<file path="config.mk">
export PLATFORM = sky130hd
export DESIGN_NAME = dual_interval_timers
export DESIGN_NICKNAME = d
export VERILOG_FILES = /design/src/verilog/timer_tick_select.v /design/src/verilog/dual_interval_timers.v
export VERILOG_INCLUDE_DIRS = /design/src /design/src/verilog
export SDC_FILE = /design/constraint.sdc
export NUM_CORES = 1
export LEC_CHECK = 0
export BUFFER_PORTS_ARGS = -buffer_cell sky130_fd_sc_hd__buf_4
export CORE_UTILIZATION = 45
export CTS_CLUSTER_DIAMETER = 60
export DETAILED_ROUTE_END_ITERATION = 10
export PLACE_DENSITY_LB_ADDON = 0.25
export SLEW_MARGIN = 40
export SYNTH_ARGS = -nofsm -noshare
export SYNTH_HDL_FRONTEND = slang
export SYNTH_SLANG_ARGS = --single-unit
</file>
<file path="constraint.sdc">
create_clock -name i_clk -period 3.17 [get_ports i_clk]
set_input_delay 0.317 -clock i_clk [delete_from_list [all_inputs] [get_ports i_clk]]
set_output_delay 0.317 -clock i_clk [all_outputs]
set_load 0.05 [all_outputs]
</file>
<file path="src/verilog/interval_timers_defines.vh">
`ifndef INTERVAL_TIMERS_DEFINES_VH
`define INTERVAL_TIMERS_DEFINES_VH
// ==========================================================
// Register addresses
`define ADDR_TIMER_B_CONTROL    8'hBA
`define ADDR_TIMER_A_CONTROL    8'hBB
`define ADDR_TIMER_A_REFERENCE  8'hBC
`define ADDR_TIMER_B_REFERENCE  8'hBD
`define ADDR_TIMER_A_COUNTER    8'hBE
`define ADDR_TIMER_B_COUNTER    8'hBF
`define ADDR_PENDING_SECOND     8'hC0
// ==========================================================
// Reset values
`define CONTROL_RESET           8'h00
`define REFERENCE_RESET         8'hFF
// ==========================================================
// Control field positions
`define BIT_JOIN16              7
`define BIT_SEL_HI              6
`define BIT_SEL_LO              4
`define BIT_CLEAR               3
`define BIT_RUN                 2
`define BIT_IRQ_EN              1
// ==========================================================
// Clock select codes
`define SEL_DIV512              3'h0
`define SEL_DIV256              3'h1
`define SEL_DIV64               3'h2
`define SEL_DIV8                3'h3
`define SEL_DIV1                3'h4
`define SEL_SUB                 3'h5
`define SEL_EXT                 3'h6
// ==========================================================
// Prescaler
`define PRESCALE_WIDTH          9
`endif

</file>
<file path="src/verilog/timer_tick_select.v">
`include "interval_timers_defines.vh"

module timer_tick_select #(
   parameter HAS_EXT = 1
) (
   input  wire                       i_clk,
   input  wire                       i_nrst,
   input  wire [`PRESCALE_WIDTH-1:0] i_prescale,
   input  wire [`PRESCALE_WIDTH-1:0] i_prescale_next,
   input  wire                       i_sub_tick,
   input  wire                       i_ext_tick,
   input  wire [2:0]                 i_sel,
   output reg                        o_tick
);
   // ==========================================================
   // Divider tap rises, one pulse per period
   function rise;
      input [`PRESCALE_WIDTH-1:0] cur;
      input [`PRESCALE_WIDTH-1:0] nxt;
      input [3:0]                 b;
      begin
         rise = ~cur[b] & nxt[b];
      end
   endfunction

   reg tick_next;

   always @* begin
      case (i_sel)
         `SEL_DIV512: tick_next = (i_prescale == 9'h1FF);
         `SEL_DIV256: tick_next = rise(i_prescale, i_prescale_next, 4'h7);
         `SEL_DIV64:  tick_next = rise(i_prescale, i_prescale_next, 4'h5);
         `SEL_DIV8:   tick_next = rise(i_prescale, i_prescale_next, 4'h2);
         `SEL_DIV1:   tick_next = 1'b1;
         `SEL_SUB:    tick_next = i_sub_tick;
         `SEL_EXT:    tick_next = (HAS_EXT != 0) ? i_ext_tick : 1'b0;
         default:     tick_next = 1'b0;
      endcase
   end

   always @(posedge i_clk or negedge i_nrst) begin
      if (!i_nrst) begin
         o_tick <= 1'b0;
      end else begin
         o_tick <= tick_next;
      end
   end
endmodule

</file>
<file path="src/verilog/dual_interval_timers.v">
`include "interval_timers_defines.vh"

// What this block does
// - Timer A clock: five dividers, sub, external
// - Each: 8-bit counter, comparator, reference register
// - Timer A drives a match output pin
// - Controls at BBH (A) and BAH (B)
// - Timer A control resets to 00H
// - Timer B control resets to 00H
// - Writing one to bit 3 clears counter; B's bit 3 ignored when joined
// - Timer B bit 2 enables counting when not joined
// - Timer B bit 1 enables match interrupt
// - Match raises signal, clears counter, resumes
// - Matches set pending bits; write zero clears
// - Pending sets even with interrupt disabled
// - Timer A bit 7 joins into 16 bits
module dual_interval_timers (
   input  wire       i_clk,
   input  wire       i_nrst,
   input  wire [7:0] i_addr,
   input  wire       i_wr,
   input  wire       i_rd,
   input  wire [7:0] i_wdata,
   input  wire       i_sub_clk,
   input  wire       i_external_timer_clock,
   output reg  [7:0] o_rdata,
   output reg        o_timer_a_match_output,
   output reg        o_timer_a_match_irq,
   output reg        o_timer_b_match_irq
);
   // ==========================================================
   // Registers
   reg  [7:0] timer_a_control_reg;
   reg  [7:0] timer_b_control_reg;
   reg  [7:0] timer_a_reference_reg;
   reg  [7:0] timer_b_reference_reg;
   reg  [7:0] timer_a_counter_reg;
   reg  [7:0] timer_b_counter_reg;
   reg  [1:0] pending_reg;
   reg  [`PRESCALE_WIDTH-1:0] prescale_reg;
   reg  [1:0] sub_sync_reg;
   reg        sub_prev_reg;
   reg  [1:0] ext_sync_reg;
   reg        ext_prev_reg;

   wire [`PRESCALE_WIDTH-1:0] prescale_next = prescale_reg + 9'h001;
   wire       wr_a_ctl = i_wr & (i_addr == `ADDR_TIMER_A_CONTROL);
   wire       wr_b_ctl = i_wr & (i_addr == `ADDR_TIMER_B_CONTROL);
   wire       wr_pnd   = i_wr & (i_addr == `ADDR_PENDING_SECOND);
   wire       clear_a  = wr_a_ctl & i_wdata[`BIT_CLEAR];
   wire       clear_b  = wr_b_ctl & i_wdata[`BIT_CLEAR];
   wire       joined   = timer_a_control_reg[`BIT_JOIN16];
   wire       run_a    = timer_a_control_reg[`BIT_RUN];
   wire       run_b    = joined ? run_a : timer_b_control_reg[`BIT_RUN];
   wire [2:0] sel_a    = timer_a_control_reg[`BIT_SEL_HI:`BIT_SEL_LO];
   wire [2:0] sel_b    = joined ? sel_a
                                : timer_b_control_reg[`BIT_SEL_HI:`BIT_SEL_LO];
   wire       tick_a;
   wire       tick_b_own;

   // ==========================================================
   // Edge detect of sub and external clocks after synchronisers
   wire sub_tick = sub_sync_reg[1] & ~sub_prev_reg;
   wire ext_tick = ext_sync_reg[1] & ~ext_prev_reg;

   always @(posedge i_clk or negedge i_nrst) begin
      if (!i_nrst) begin
         prescale_reg <= 9'h000;
         sub_sync_reg <= 2'h0;
         sub_prev_reg <= 1'b0;
         ext_sync_reg <= 2'h0;
         ext_prev_reg <= 1'b0;
      end else begin
         prescale_reg <= prescale_next;
         sub_sync_reg <= {sub_sync_reg[0], i_sub_clk};
         sub_prev_reg <= sub_sync_reg[1];
         ext_sync_reg <= {ext_sync_reg[0], i_external_timer_clock};
         ext_prev_reg <= ext_sync_reg[1];
      end
   end

   timer_tick_select #(.HAS_EXT(1)) u_tick_a (
      .i_clk           (i_clk),
      .i_nrst          (i_nrst),
      .i_prescale      (prescale_reg),
      .i_prescale_next (prescale_next),
      .i_sub_tick      (sub_tick),
      .i_ext_tick      (ext_tick),
      .i_sel           (sel_a),
      .o_tick          (tick_a)
   );

   timer_tick_select #(.HAS_EXT(0)) u_tick_b (
      .i_clk           (i_clk),
      .i_nrst          (i_nrst),
      .i_prescale      (prescale_reg),
      .i_prescale_next (prescale_next),
      .i_sub_tick      (sub_tick),
      .i_ext_tick      (ext_tick),
      .i_sel           (sel_b),
      .o_tick          (tick_b_own)
   );

   // ==========================================================
   // Comparators
   wire match_a_8  = (timer_a_counter_reg == timer_a_reference_reg);
   wire match_b_8  = (timer_b_counter_reg == timer_b_reference_reg);
   // Joined mode: A is high byte, B low byte
   wire match_16   = match_a_8 & match_b_8;
   wire ev_a       = joined ? (run_a & tick_a & match_16) : (run_a & tick_a & match_a_8);
   wire ev_b       = joined ? 1'b0 : (run_b & tick_b_own & match_b_8);
   wire b_carry    = joined & run_a & tick_a & (timer_b_counter_reg == 8'hFF);

   // ==========================================================
   // Counters
   always @(posedge i_clk or negedge i_nrst) begin
      if (!i_nrst) begin
         timer_a_counter_reg <= 8'h00;
         timer_b_counter_reg <= 8'h00;
      end else begin
         if (joined) begin
            if (clear_a || ev_a) begin
               timer_a_counter_reg <= 8'h00;
               timer_b_counter_reg <= 8'h00;
            end else if (run_a && tick_a) begin
               timer_b_counter_reg <= timer_b_counter_reg + 8'h01;
               if (b_carry) begin
                  timer_a_counter_reg <= timer_a_counter_reg + 8'h01;
               end
            end
         end else begin
            if (clear_a || ev_a) begin
               timer_a_counter_reg <= 8'h00;
            end else if (run_a && tick_a) begin
               timer_a_counter_reg <= timer_a_counter_reg + 8'h01;
            end
            if (clear_b || ev_b) begin
               timer_b_counter_reg <= 8'h00;
            end else if (run_b && tick_b_own) begin
               timer_b_counter_reg <= timer_b_counter_reg + 8'h01;
            end
         end
      end
   end

   // ==========================================================
   // Software registers; clear bit is a strobe, not stored
   always @(posedge i_clk or negedge i_nrst) begin
      if (!i_nrst) begin
         timer_a_control_reg   <= `CONTROL_RESET;
         timer_b_control_reg   <= `CONTROL_RESET;
         timer_a_reference_reg <= `REFERENCE_RESET;
         timer_b_reference_reg <= `REFERENCE_RESET;
      end else begin
         if (wr_a_ctl) begin
            timer_a_control_reg <= i_wdata & 8'hF7;
         end
         if (wr_b_ctl) begin
            timer_b_control_reg <= i_wdata & 8'h76;
         end
         if (i_wr && i_addr == `ADDR_TIMER_A_REFERENCE) begin
            timer_a_reference_reg <= i_wdata;
         end
         if (i_wr && i_addr == `ADDR_TIMER_B_REFERENCE) begin
            timer_b_reference_reg <= i_wdata;
         end
      end
   end

   // ==========================================================
   // Pending bits; a match in the clearing cycle wins
   always @(posedge i_clk or negedge i_nrst) begin
      if (!i_nrst) begin
         pending_reg <= 2'h0;
      end else begin
         pending_reg[0] <= ev_a | (pending_reg[0] & ~(wr_pnd & ~i_wdata[0]));
         pending_reg[1] <= ev_b | (pending_reg[1] & ~(wr_pnd & ~i_wdata[1]));
      end
   end

   // ==========================================================
   // Outputs
   always @(posedge i_clk or negedge i_nrst) begin
      if (!i_nrst) begin
         o_timer_a_match_output <= 1'b0;
         o_timer_a_match_irq    <= 1'b0;
         o_timer_b_match_irq    <= 1'b0;
      end else begin
         o_timer_a_match_output <= ev_a;
         o_timer_a_match_irq    <= ev_a & timer_a_control_reg[`BIT_IRQ_EN];
         o_timer_b_match_irq    <= ev_b & timer_b_control_reg[`BIT_IRQ_EN];
      end
   end

   // ==========================================================
   // Read port, registered; unmapped reads zero
   always @(posedge i_clk or negedge i_nrst) begin
      if (!i_nrst) begin
         o_rdata <= 8'h00;
      end else if (i_rd) begin
         case (i_addr)
            `ADDR_TIMER_A_CONTROL:   o_rdata <= timer_a_control_reg;
            `ADDR_TIMER_B_CONTROL:   o_rdata <= timer_b_control_reg;
            `ADDR_TIMER_A_REFERENCE: o_rdata <= timer_a_reference_reg;
            `ADDR_TIMER_B_REFERENCE: o_rdata <= timer_b_reference_reg;
            `ADDR_TIMER_A_COUNTER:   o_rdata <= timer_a_counter_reg;
            `ADDR_TIMER_B_COUNTER:   o_rdata <= timer_b_counter_reg;
            `ADDR_PENDING_SECOND:    o_rdata <= {6'h00, pending_reg};
            default:                 o_rdata <= 8'h00;
         endcase
      end
   end
endmodule

</file>
==> metrics.cfg, run 1 <==
[status]
status=complete, no violations

[timing]
fin_crit_sh_pct=68.1
tightest_slew_ns=0.662
drv_slew=0
finalSetupTns_ns=0
worst_slack_ns=1.01
fmax_mhz=463
relSlewSlack_pct=55.7
finalHoldViolCount=0
finalClockSkew_ns=0.0138
fin_crit_ns=2.16
setup_viol=0
grt_setup_unrepaired=no

[clock_tree]
cts_setup_buffers=0
holdBufCountCts=1
clock-sinks=74
clock_latency_ns=0.36
cts_resized=0
htreeDepth=3
cts_tree=yes
cts_root_buf=clkbuf_8
numCtsBuffers=9
cts_buffer_depth=2
clkTransAtPathRegs_ns=0.09

[worst_setup_path]
endpoint_kind=register
crit-reg2reg-launch=timer_b_counter_reg[0]
r2r-end=timer_a_counter_reg[3]
critPathMaxFanout=6
crit_family=simple AND/OR/NAND/NOR gates
path_cells=ha_1, and4_1, nand4_1, o21a_1, nor2_1, or4b_1, o21ai_0
crit_slowest_cell=dfrtp_1
ff2ff_setup_slack_ns=1.01
worstRegToRegCells=7
critPathRequiredTime_ns=3.45
cp_num_buf_inv=0
path_class=register to register
arrival_ns=2.44
slowest_delay_ns=0.44
worstSetupStartpointType=register

[die]
die_area_sq_mm=0.00922
die-height_um=96
die_w_um=96
initial_core_util_pct=47.4
io_pins=33
core_sq_mm=0.00838
row_count=33

[synth]
synth_commonest_cells=dfrtp_1 (58), nand2_1 (33), mux2_2 (30)
synth-edff-count=0
synth_cells=364
post-synth-top-count-cell=dfrtp_1
synthesis.nets=393
synth_ff_type=dfrtp_1
yosys.area.top_type_share_pct=36.5
synth_top_area_cell=dfrtp_1
ys_seq_area_share_pct=47.1
ys_ff_latch=74
synth_area_sq_mm=0.00398
yosysUniqueCellTypes=63
synth_area_leaders=dfrtp_1 (37%), dfstp_2 (11%), mux2_2 (8.5%)
async_reset_ff_share_pct=100
syn_area_per_cell_sq_um=10.9
ys.warnings.count=0

[layout]
fill_cells=739
utilization_pct=53.5
instances_no_fill=502
final_nets=421
diodes=0
area_growth_pct=12.8
drive_gt1_share_pct=29.7
largest_reg_flops=9

[placement]
post-place-ws_ns=0.998
place_inst=485
gp_congestion=0.867
port_buffers=32
dpl.hpwl_um=6430

[power]
fin_total_pwr_mw=2.13
p_leak_nw=1.95
peakVddDrop_mv=0.316
powerDensity_mw_per_mm2=476

[routing]
post_drt_wl_per_cell_um=17.8
dr.pass1.iters=5
drt-total-wl_um=8930
viasPerCell=5.79
drcViolationCount=0
ant_nets=0
vias=2906
dr.first_iter.drc_count=171

[run]
drv_cap=0

[grt]
grt_util_all_layers_pct=20.9
grt_pass1_vias=2710
grt_max_degree=75
grt.overflow.total=0
grt_pass1_wl_um=14100
antenna_found_initial=0

[min_path]
hold_start=i_sub_clk
hold_depth=1
hp-class=input port to register
min_to=sub_sync_reg[0]

worst register-to-register path: cells and delay by family (launching register included):
family                   cells  cell delay [ns]
AND/OR/NAND/NOR              4             1.04
adder cells (fa/ha/maj)      1             0.25
AO/OA/AOI/OAI                2             0.37
flip-flops                   1             0.44
stage by stage:
stage	instance area [sq um]	hold WS [ns]
2_1_floorplan	3980	0.0214
3_3_place_gp	4260	0.340
3_5_place_dp	4270	0.341
4_1_cts	4480	0.0467
5_1_grt	4480	0.0490
6_report	4480	0.0585
layer usage:
layer	track usage (%)	vias up	part of all wire (%)
met5	0	-	0
met4	8.21	0	1.7
met3	4.03	12	5.1
met2	33.2	96	47
met1	28.2	1443	46
li1	-	1355	-
worst max path at each step:
stage | to | start | slack (ns) | depth (start not counted)
floorplan | timer_b_counter_reg[5] | timer_a_reference_reg[2] | 1.23 | 6
global placement | timer_b_counter_reg[2] | i_addr[6] | 1.03 | 7
detailed placement | timer_b_counter_reg[6] | i_addr[6] | 1.0 | 7
CTS | timer_a_counter_reg[3] | timer_b_counter_reg[1] | 1.02 | 7
global route | timer_a_counter_reg[7] | timer_b_counter_reg[0] | 0.85 | 7
finish | timer_a_counter_reg[3] | timer_b_counter_reg[0] | 1.01 | 7
power by group:
group | leakage, nW | internal [mW] | switching [mW] | total [mW]
logic | 0.954 | 0.125 | 0.151 | 0.277
registers | 0.897 | 1.00 | 0.0848 | 1.09
clock network | 0.103 | 0.379 | 0.391 | 0.770
total | 1.95 | 1.51 | 0.627 | 2.13
logic make-up (layout without fill, tap and decap cells):
family / count (synthesis) / in the layout / share of synthesized area [%]
adders and majority gates: 7 / 7 / 2.20
muxes: 43 / 43 / 13.1
buffers and inverters: 38 / 71 / 4.31
DFF: 74 / 74 / 47.1
xor gates and xnor gates: 24 / 24 / 5.48
and+or+nand+nor: 110 / 110 / 14.9
AOI/OAI and AO/OA: 68 / 68 / 13.0
cell usage in the layout (no fill, tap or decap), types with 2 or more instances in the layout:
cell      instances
a211oi_1          2
a21oi_1           9
a22oi_1           5
and2_1            2
and3_1            4
and4b_1           2
buf_4            32
clkbuf_8          9
dfrtp_1          58
dfstp_2          16
ha_1              7
inv_1            21
inv_6             3
mux2_2           30
mux2i_1           8
mux4_2            4
nand2_1          33
nand2b_1          2
nand3_1          15
nand4_1           5
nor2_1           22
nor2b_1           5
nor3_1            3
nor4_1            4
o211ai_1          5
o21a_1            3
o21ai_0          18
o221ai_1          2
o22a_1            2
o22ai_1           7
or2_2             2
xnor2_1           8
xor2_1           15
layout make-up:
type / instances / area (sq um) / share of cell area (%)
well taps: 105 / 131 / 2.93
multi-input cells: 252 / 1930 / 43.1
inverters: 21 / 78.8 / 1.76
repair buffers: 34 / 262 / 5.83
clock inverters: 7 / 83.8 / 1.87
clock buffers: 9 / 124 / 2.76
flip-flops and latches: 74 / 1870 / 41.7
No activity file was read; power rests on OpenSTA's default activity.
==> run 2: changes to the inputs <==
==> constraint.sdc (replaced) <==
create_clock -name i_clk -period 1.9 [get_ports i_clk]
set_input_delay 0.19 -clock i_clk [delete_from_list [all_inputs] [get_ports i_clk]]
set_output_delay 0.19 -clock i_clk [all_outputs]
set_load 0.05 [all_outputs]
==> metrics.cfg, run 2 (same netlist as run 1, synthesis figures left out) <==
[routing]
drcViolationCount=0
viasPerCell=5.56
post_drt_wl_per_cell_um=17.5
ant_nets=0
drt-total-wl_um=9840
dr.pass1.iters=5
vias=3127
dr.first_iter.drc_count=153

[timing]
fin_crit_sh_pct=111
drv_slew=0
fmax_mhz=474
relSlewSlack_pct=68.2
setup_viol=17
fin_crit_ns=2.11
tightest_slew_ns=0.477
worst_slack_ns=-0.208
finalClockSkew_ns=0.00811
grt_setup_unrepaired=yes
finalHoldViolCount=0

[power]
peakVddDrop_mv=0.470
powerDensity_mw_per_mm2=756
p_switching_mw=1.14
pwr-share-comb_pct=20.2
p_leak_nw=2.27
clock_power_share_pct=33.8
p_seq_share_pct=46.0
p_int_mw=2.69
p_sw_share_pct=29.7

[min_path]
hp-class=input port to register
hold_depth=3
hold_start=i_wdata[5]
min_to=timer_a_control_reg[5]

[worst_setup_path]
critPathMaxFanout=7
worstRegToRegCells=8
path_class=register to register
endpoint_kind=register
crit-reg2reg-launch=timer_b_counter_reg[1]
worstSetupStartpointType=register
r2r-end=timer_b_counter_reg[1]
critPathRequiredTime_ns=2.16
ff2ff_setup_slack_ns=-0.21
arrival_ns=2.37

[placement]
gp_congestion=0.860
dpl.hpwl_um=7090
dpl_cell_area_sq_mm=0.00466
port_buffers=32

[clock_tree]
htreeDepth=3
cts_tree=yes
clock_latency_ns=0.36
cts_root_buf=clkbuf_8
cts_buffer_depth=2
clkTransAtPathRegs_ns=0.09
clock-sinks=74
numCtsBuffers=9

[layout]
diodes=0
multi_input_area_sq_mm=0.00203
final_cell_mix=buf_4 (87), dfrtp_1 (58), nand2_1 (33), mux2_2 (30), inv_1 (21)
area_growth_pct=27.3
utilization_pct=60.4
layout_commonest_cell=buf_4
largest_reg_flops=9
final_nets=481
fill_cells=669
fin_area_sq_mm=0.00506
drive_gt1_share_pct=42.9
seq_area_sq_mm=0.00187

[grt]
grt_max_degree=41
grt.overflow.total=0
grt_pass1_vias=3030
antenna_found_initial=0
grt_util_all_layers_pct=23.0
grt_pass1_wl_um=15400

[run]
drv_cap=0

[die]
die_area_sq_mm=0.00922
die_w_um=96
row_count=33
die-height_um=96
core_sq_mm=0.00838
io_pins=33
initial_core_util_pct=47.4

[status]
violations=setup timing
status=complete, but fails checks

-- run 2: cell count changes in the layout (fill, tap and decap cells not counted), sizes merged --
cell,previous run,this run
clkinvlp,1,2
dlygate4sd3,1,3
inv,25,24
buf,33,91
-- run 2: per-layer routing --
metal / track usage [%] / vias to the layer above / routed length [um]
met5: 0 / - / 0
met4: 9.33 / 0 / 204
met3: 3.40 / 18 / 436
met2: 37.9 / 95 / 4800
met1: 30.3 / 1539 / 4400
li1: - / 1475 / -
-- run 2: power by group through the flow --
stage / clock network (mW) / logic (mW) / registers, mW
after CTS: 1.32 / 0.715 / 1.75
after floorplan: 0 / 0.357 / 1.77
after detailed placement: 0 / 0.674 / 1.79
final: 1.29 / 0.774 / 1.76
after global placement: 0 / 0.666 / 1.78
after global routing: 1.40 / 0.842 / 1.77
-- run 2: what timing repair did --
item                                    4_1_cts  5_1_grt
setup buffers                                 4        5
hold buffers                                  3        0
pin swaps                                     4       16
hold endpoints to repair                     27        0
resized for setup                             5       24
endpoints found under the setup margin       18       20
-- run 2: cell type report --
class	instances	area share, %
sequential	74	37.0
multi-input combinational	252	40.0
clock buffer	9	2.45
timing repair buffer	94	14.7
clock inverter	7	1.68
tap	105	2.60
inverter	21	1.56
-- run 2: how the worst max path moves through the flow --
stage                        startpoint                      to  slack, ns  depth (start not counted)
6_report         timer_b_counter_reg[1]  timer_b_counter_reg[1]      -0.21                          8
2_1_floorplan  timer_a_reference_reg[2]  timer_b_counter_reg[6]      0.007                          6
3_5_place_dp   timer_a_reference_reg[0]  timer_b_counter_reg[6]      -0.16                          6
5_1_grt          timer_b_counter_reg[1]  timer_b_counter_reg[1]      -0.27                          8
3_3_place_gp   timer_a_reference_reg[0]  timer_a_counter_reg[1]      -0.14                          6
4_1_cts        timer_a_reference_reg[0]  timer_a_counter_reg[1]      -0.15                          6
-- run 2: stage by stage --
stage / setup TNS, ns / hold WS [ns] / std cells / setup slack (ns) / power [mW]
final: -1.99 / 0.0732 / 562 / -0.208 / 3.83
after global routing: -3.08 / 0.0941 / 562 / -0.268 / 4.01
after floorplan: 0 / -0.106 / 364 / 0.00672 / 2.13
after detailed placement: -2.13 / 0.176 / 535 / -0.164 / 2.46
after CTS: -1.76 / 0.0666 / 558 / -0.153 / 3.79
after global placement: -1.62 / 0.177 / 535 / -0.139 / 2.45
-- run 2: worst max-delay path: stages, from the launching register on --
cell and delay (ns):
dfrtp_1 0.41, buf_4 0.15, xor2_1 0.15, nor4_1 0.32, nand2_1 0.22, o21a_2 0.33
nor2_4 0.23, buf_4 0.15, o21ai_2 0.04
==> run 3: changes to the inputs <==
--- a/config.mk
+++ b/config.mk
@@ -7,6 +7,7 @@
 export NUM_CORES = 1
 export LEC_CHECK = 0
 export BUFFER_PORTS_ARGS = -buffer_cell sky130_fd_sc_hd__buf_4
+export CORE_ASPECT_RATIO = 0.8
 export CORE_UTILIZATION = 45
 export CTS_CLUSTER_DIAMETER = 60
 export DETAILED_ROUTE_END_ITERATION = 10
==> metrics.cfg, run 3 (same netlist as run 1, synthesis figures left out) <==
[status]
status=complete, but fails checks
violations=setup timing

[worst_setup_path]
endpoint_kind=register
arrival_ns=2.29
path_cells=xnor2_1, nand4_1, or4_4, o211a_4, nor2_4, o21ai_0
critPathRequiredTime_ns=2.14
slowest_delay_ns=0.56
path_class=register to register
crit_slowest_cell=dfstp_2
cp.depth=6
critPathMaxFanout=7
crit_family=simple AND/OR/NAND/NOR gates
worstSetupStartpointType=register
cp_num_buf_inv=0
worstRegToRegCells=6

[clock_tree]
cts_tree=yes
numCtsBuffers=9
htreeDepth=3
clock-sinks=74
clock_latency_ns=0.36
clkTransAtPathRegs_ns=0.08
cts_root_buf=clkbuf_8
cts_buffer_depth=2

[die]
io_pins=33
die-height_um=86.1
core_sq_mm=0.00852
die_area_sq_mm=0.00922
row_count=30
initial_core_util_pct=46.7
die_w_um=107

[layout]
seq_area_sq_mm=0.00187
drive_gt1_share_pct=42.3
largest_reg_flops=9
diodes=0
layout_commonest_cell=buf_4
fill_cells=714
multi_input_area_sq_mm=0.00203
area_growth_pct=29.1
final_cell_mix=buf_4 (93), dfrtp_1 (58), nand2_1 (33), mux2_2 (30)
final_nets=485
fin_area_sq_mm=0.00513
utilization_pct=60.2

[power]
clock_power_share_pct=38.5
p_switching_mw=1.12
powerDensity_mw_per_mm2=822
p_leak_nw=2.30
p_sw_share_pct=26.6
p_seq_share_pct=41.9
peakVddDrop_mv=0.621
fin_total_pwr_mw=4.22
pwr-share-comb_pct=19.6
p_int_mw=3.10

[routing]
drcViolationCount=0
viasPerCell=5.53
dr.first_iter.drc_count=207
drt-total-wl_um=10400
vias=3168
ant_nets=0
dr.pass1.iters=4
post_drt_wl_per_cell_um=18.1

[timing]
finalSetupTns_ns=-1.19
fin_crit_sh_pct=108
drv_slew=0
fmax_mhz=488
relSlewSlack_pct=61.5
worst_slack_ns=-0.150
hold_ws_ns=0.0734
finalClockSkew_ns=0.0111
setup_viol=14
tightest_slew_ns=0.578
grt_setup_unrepaired=yes
finalHoldViolCount=0
fin_crit_ns=2.05

[grt]
grt.overflow.total=0
grt_pass1_vias=3171
grtUsageMet2_pct=37.1
use_met3_pct=6.00
grt_pass1_wl_um=16600
grt_max_degree=44
antenna_found_initial=0
met1_usage_pct=34.1
grt_busiest_layer=met2
grt_util_all_layers_pct=24.4

[min_path]
hp-class=input port to register
hold_depth=3

[placement]
dpl_cell_area_sq_mm=0.00465
gp_congestion=0.893
port_buffers=32
dpl.hpwl_um=7530

[run]
drv_cap=0

## run 3: what timing repair did
action	4_1_cts	5_1_grt
hold buffers	3	0
setup buffers	7	5
pin swaps	8	11
setup endpoints to repair	17	20
resized for setup	12	10
hold endpoints to repair	26	0
## run 3: through the flow
| step | instances | setup WS [ns] |
|---|---|---|
| 3_5_place_dp | 542 | -0.123 |
| 5_1_grt | 573 | -0.224 |
| 2_1_floorplan | 364 | 0.00672 |
| 3_3_place_gp | 542 | -0.124 |
| 6_report | 573 | -0.150 |
| 4_1_cts | 568 | -0.116 |
## run 3: final timing paths
kind / endpoint / start / slack, ns
setup / recovery: timer_b_counter_reg[1] / timer_a_reference_reg[1] / -0.15
hold / removal: timer_a_control_reg[5] / i_wdata[5] / 0.07
setup reg to reg: timer_b_counter_reg[1] / timer_a_reference_reg[1] / -0.15
hold reg to reg: ext_sync_reg[1] / ext_sync_reg[0] / 0.35
max in group asynchronous: o_rdata[0] / i_nrst / 0.94
min in group asynchronous: timer_b_counter_reg[1] / i_nrst / 0.36
## run 3: worst reg2reg max path, stage by stage, from the launching register on
cell,delay [ns]
dfstp_2,0.56
xnor2_1,0.12
nand4_1,0.15
or4_4,0.47
o211a_4,0.29
nor2_4,0.20
o21ai_0,0.14
## run 3: power by group through the flow
stage               Clock (mW)  Sequential (mW)  Combinational, mW
floorplan                    0             1.77              0.357
global placement             0             1.79              0.643
detailed placement           0             1.79              0.651
CTS                       1.66             1.76              0.756
global route              1.71             1.77              0.891
finish                    1.63             1.77              0.826
## run 3: final cells by class
cell class / instances / area share [%]
multi-input cells: 252 / 39.5
clock inverters: 7 / 2.75
clock buffers: 9 / 2.41
inverters: 21 / 1.54
well taps: 112 / 2.73
flip-flops and latches: 74 / 36.5
repair buffers: 98 / 14.6
## run 3: routing by layer
metal | routed length (um) | vias up
met5 | 0 | -
met4 | 144 | 0
met3 | 663 | 13
met2 | 4680 | 104
met1 | 4900 | 1576
li1 | - | 1475
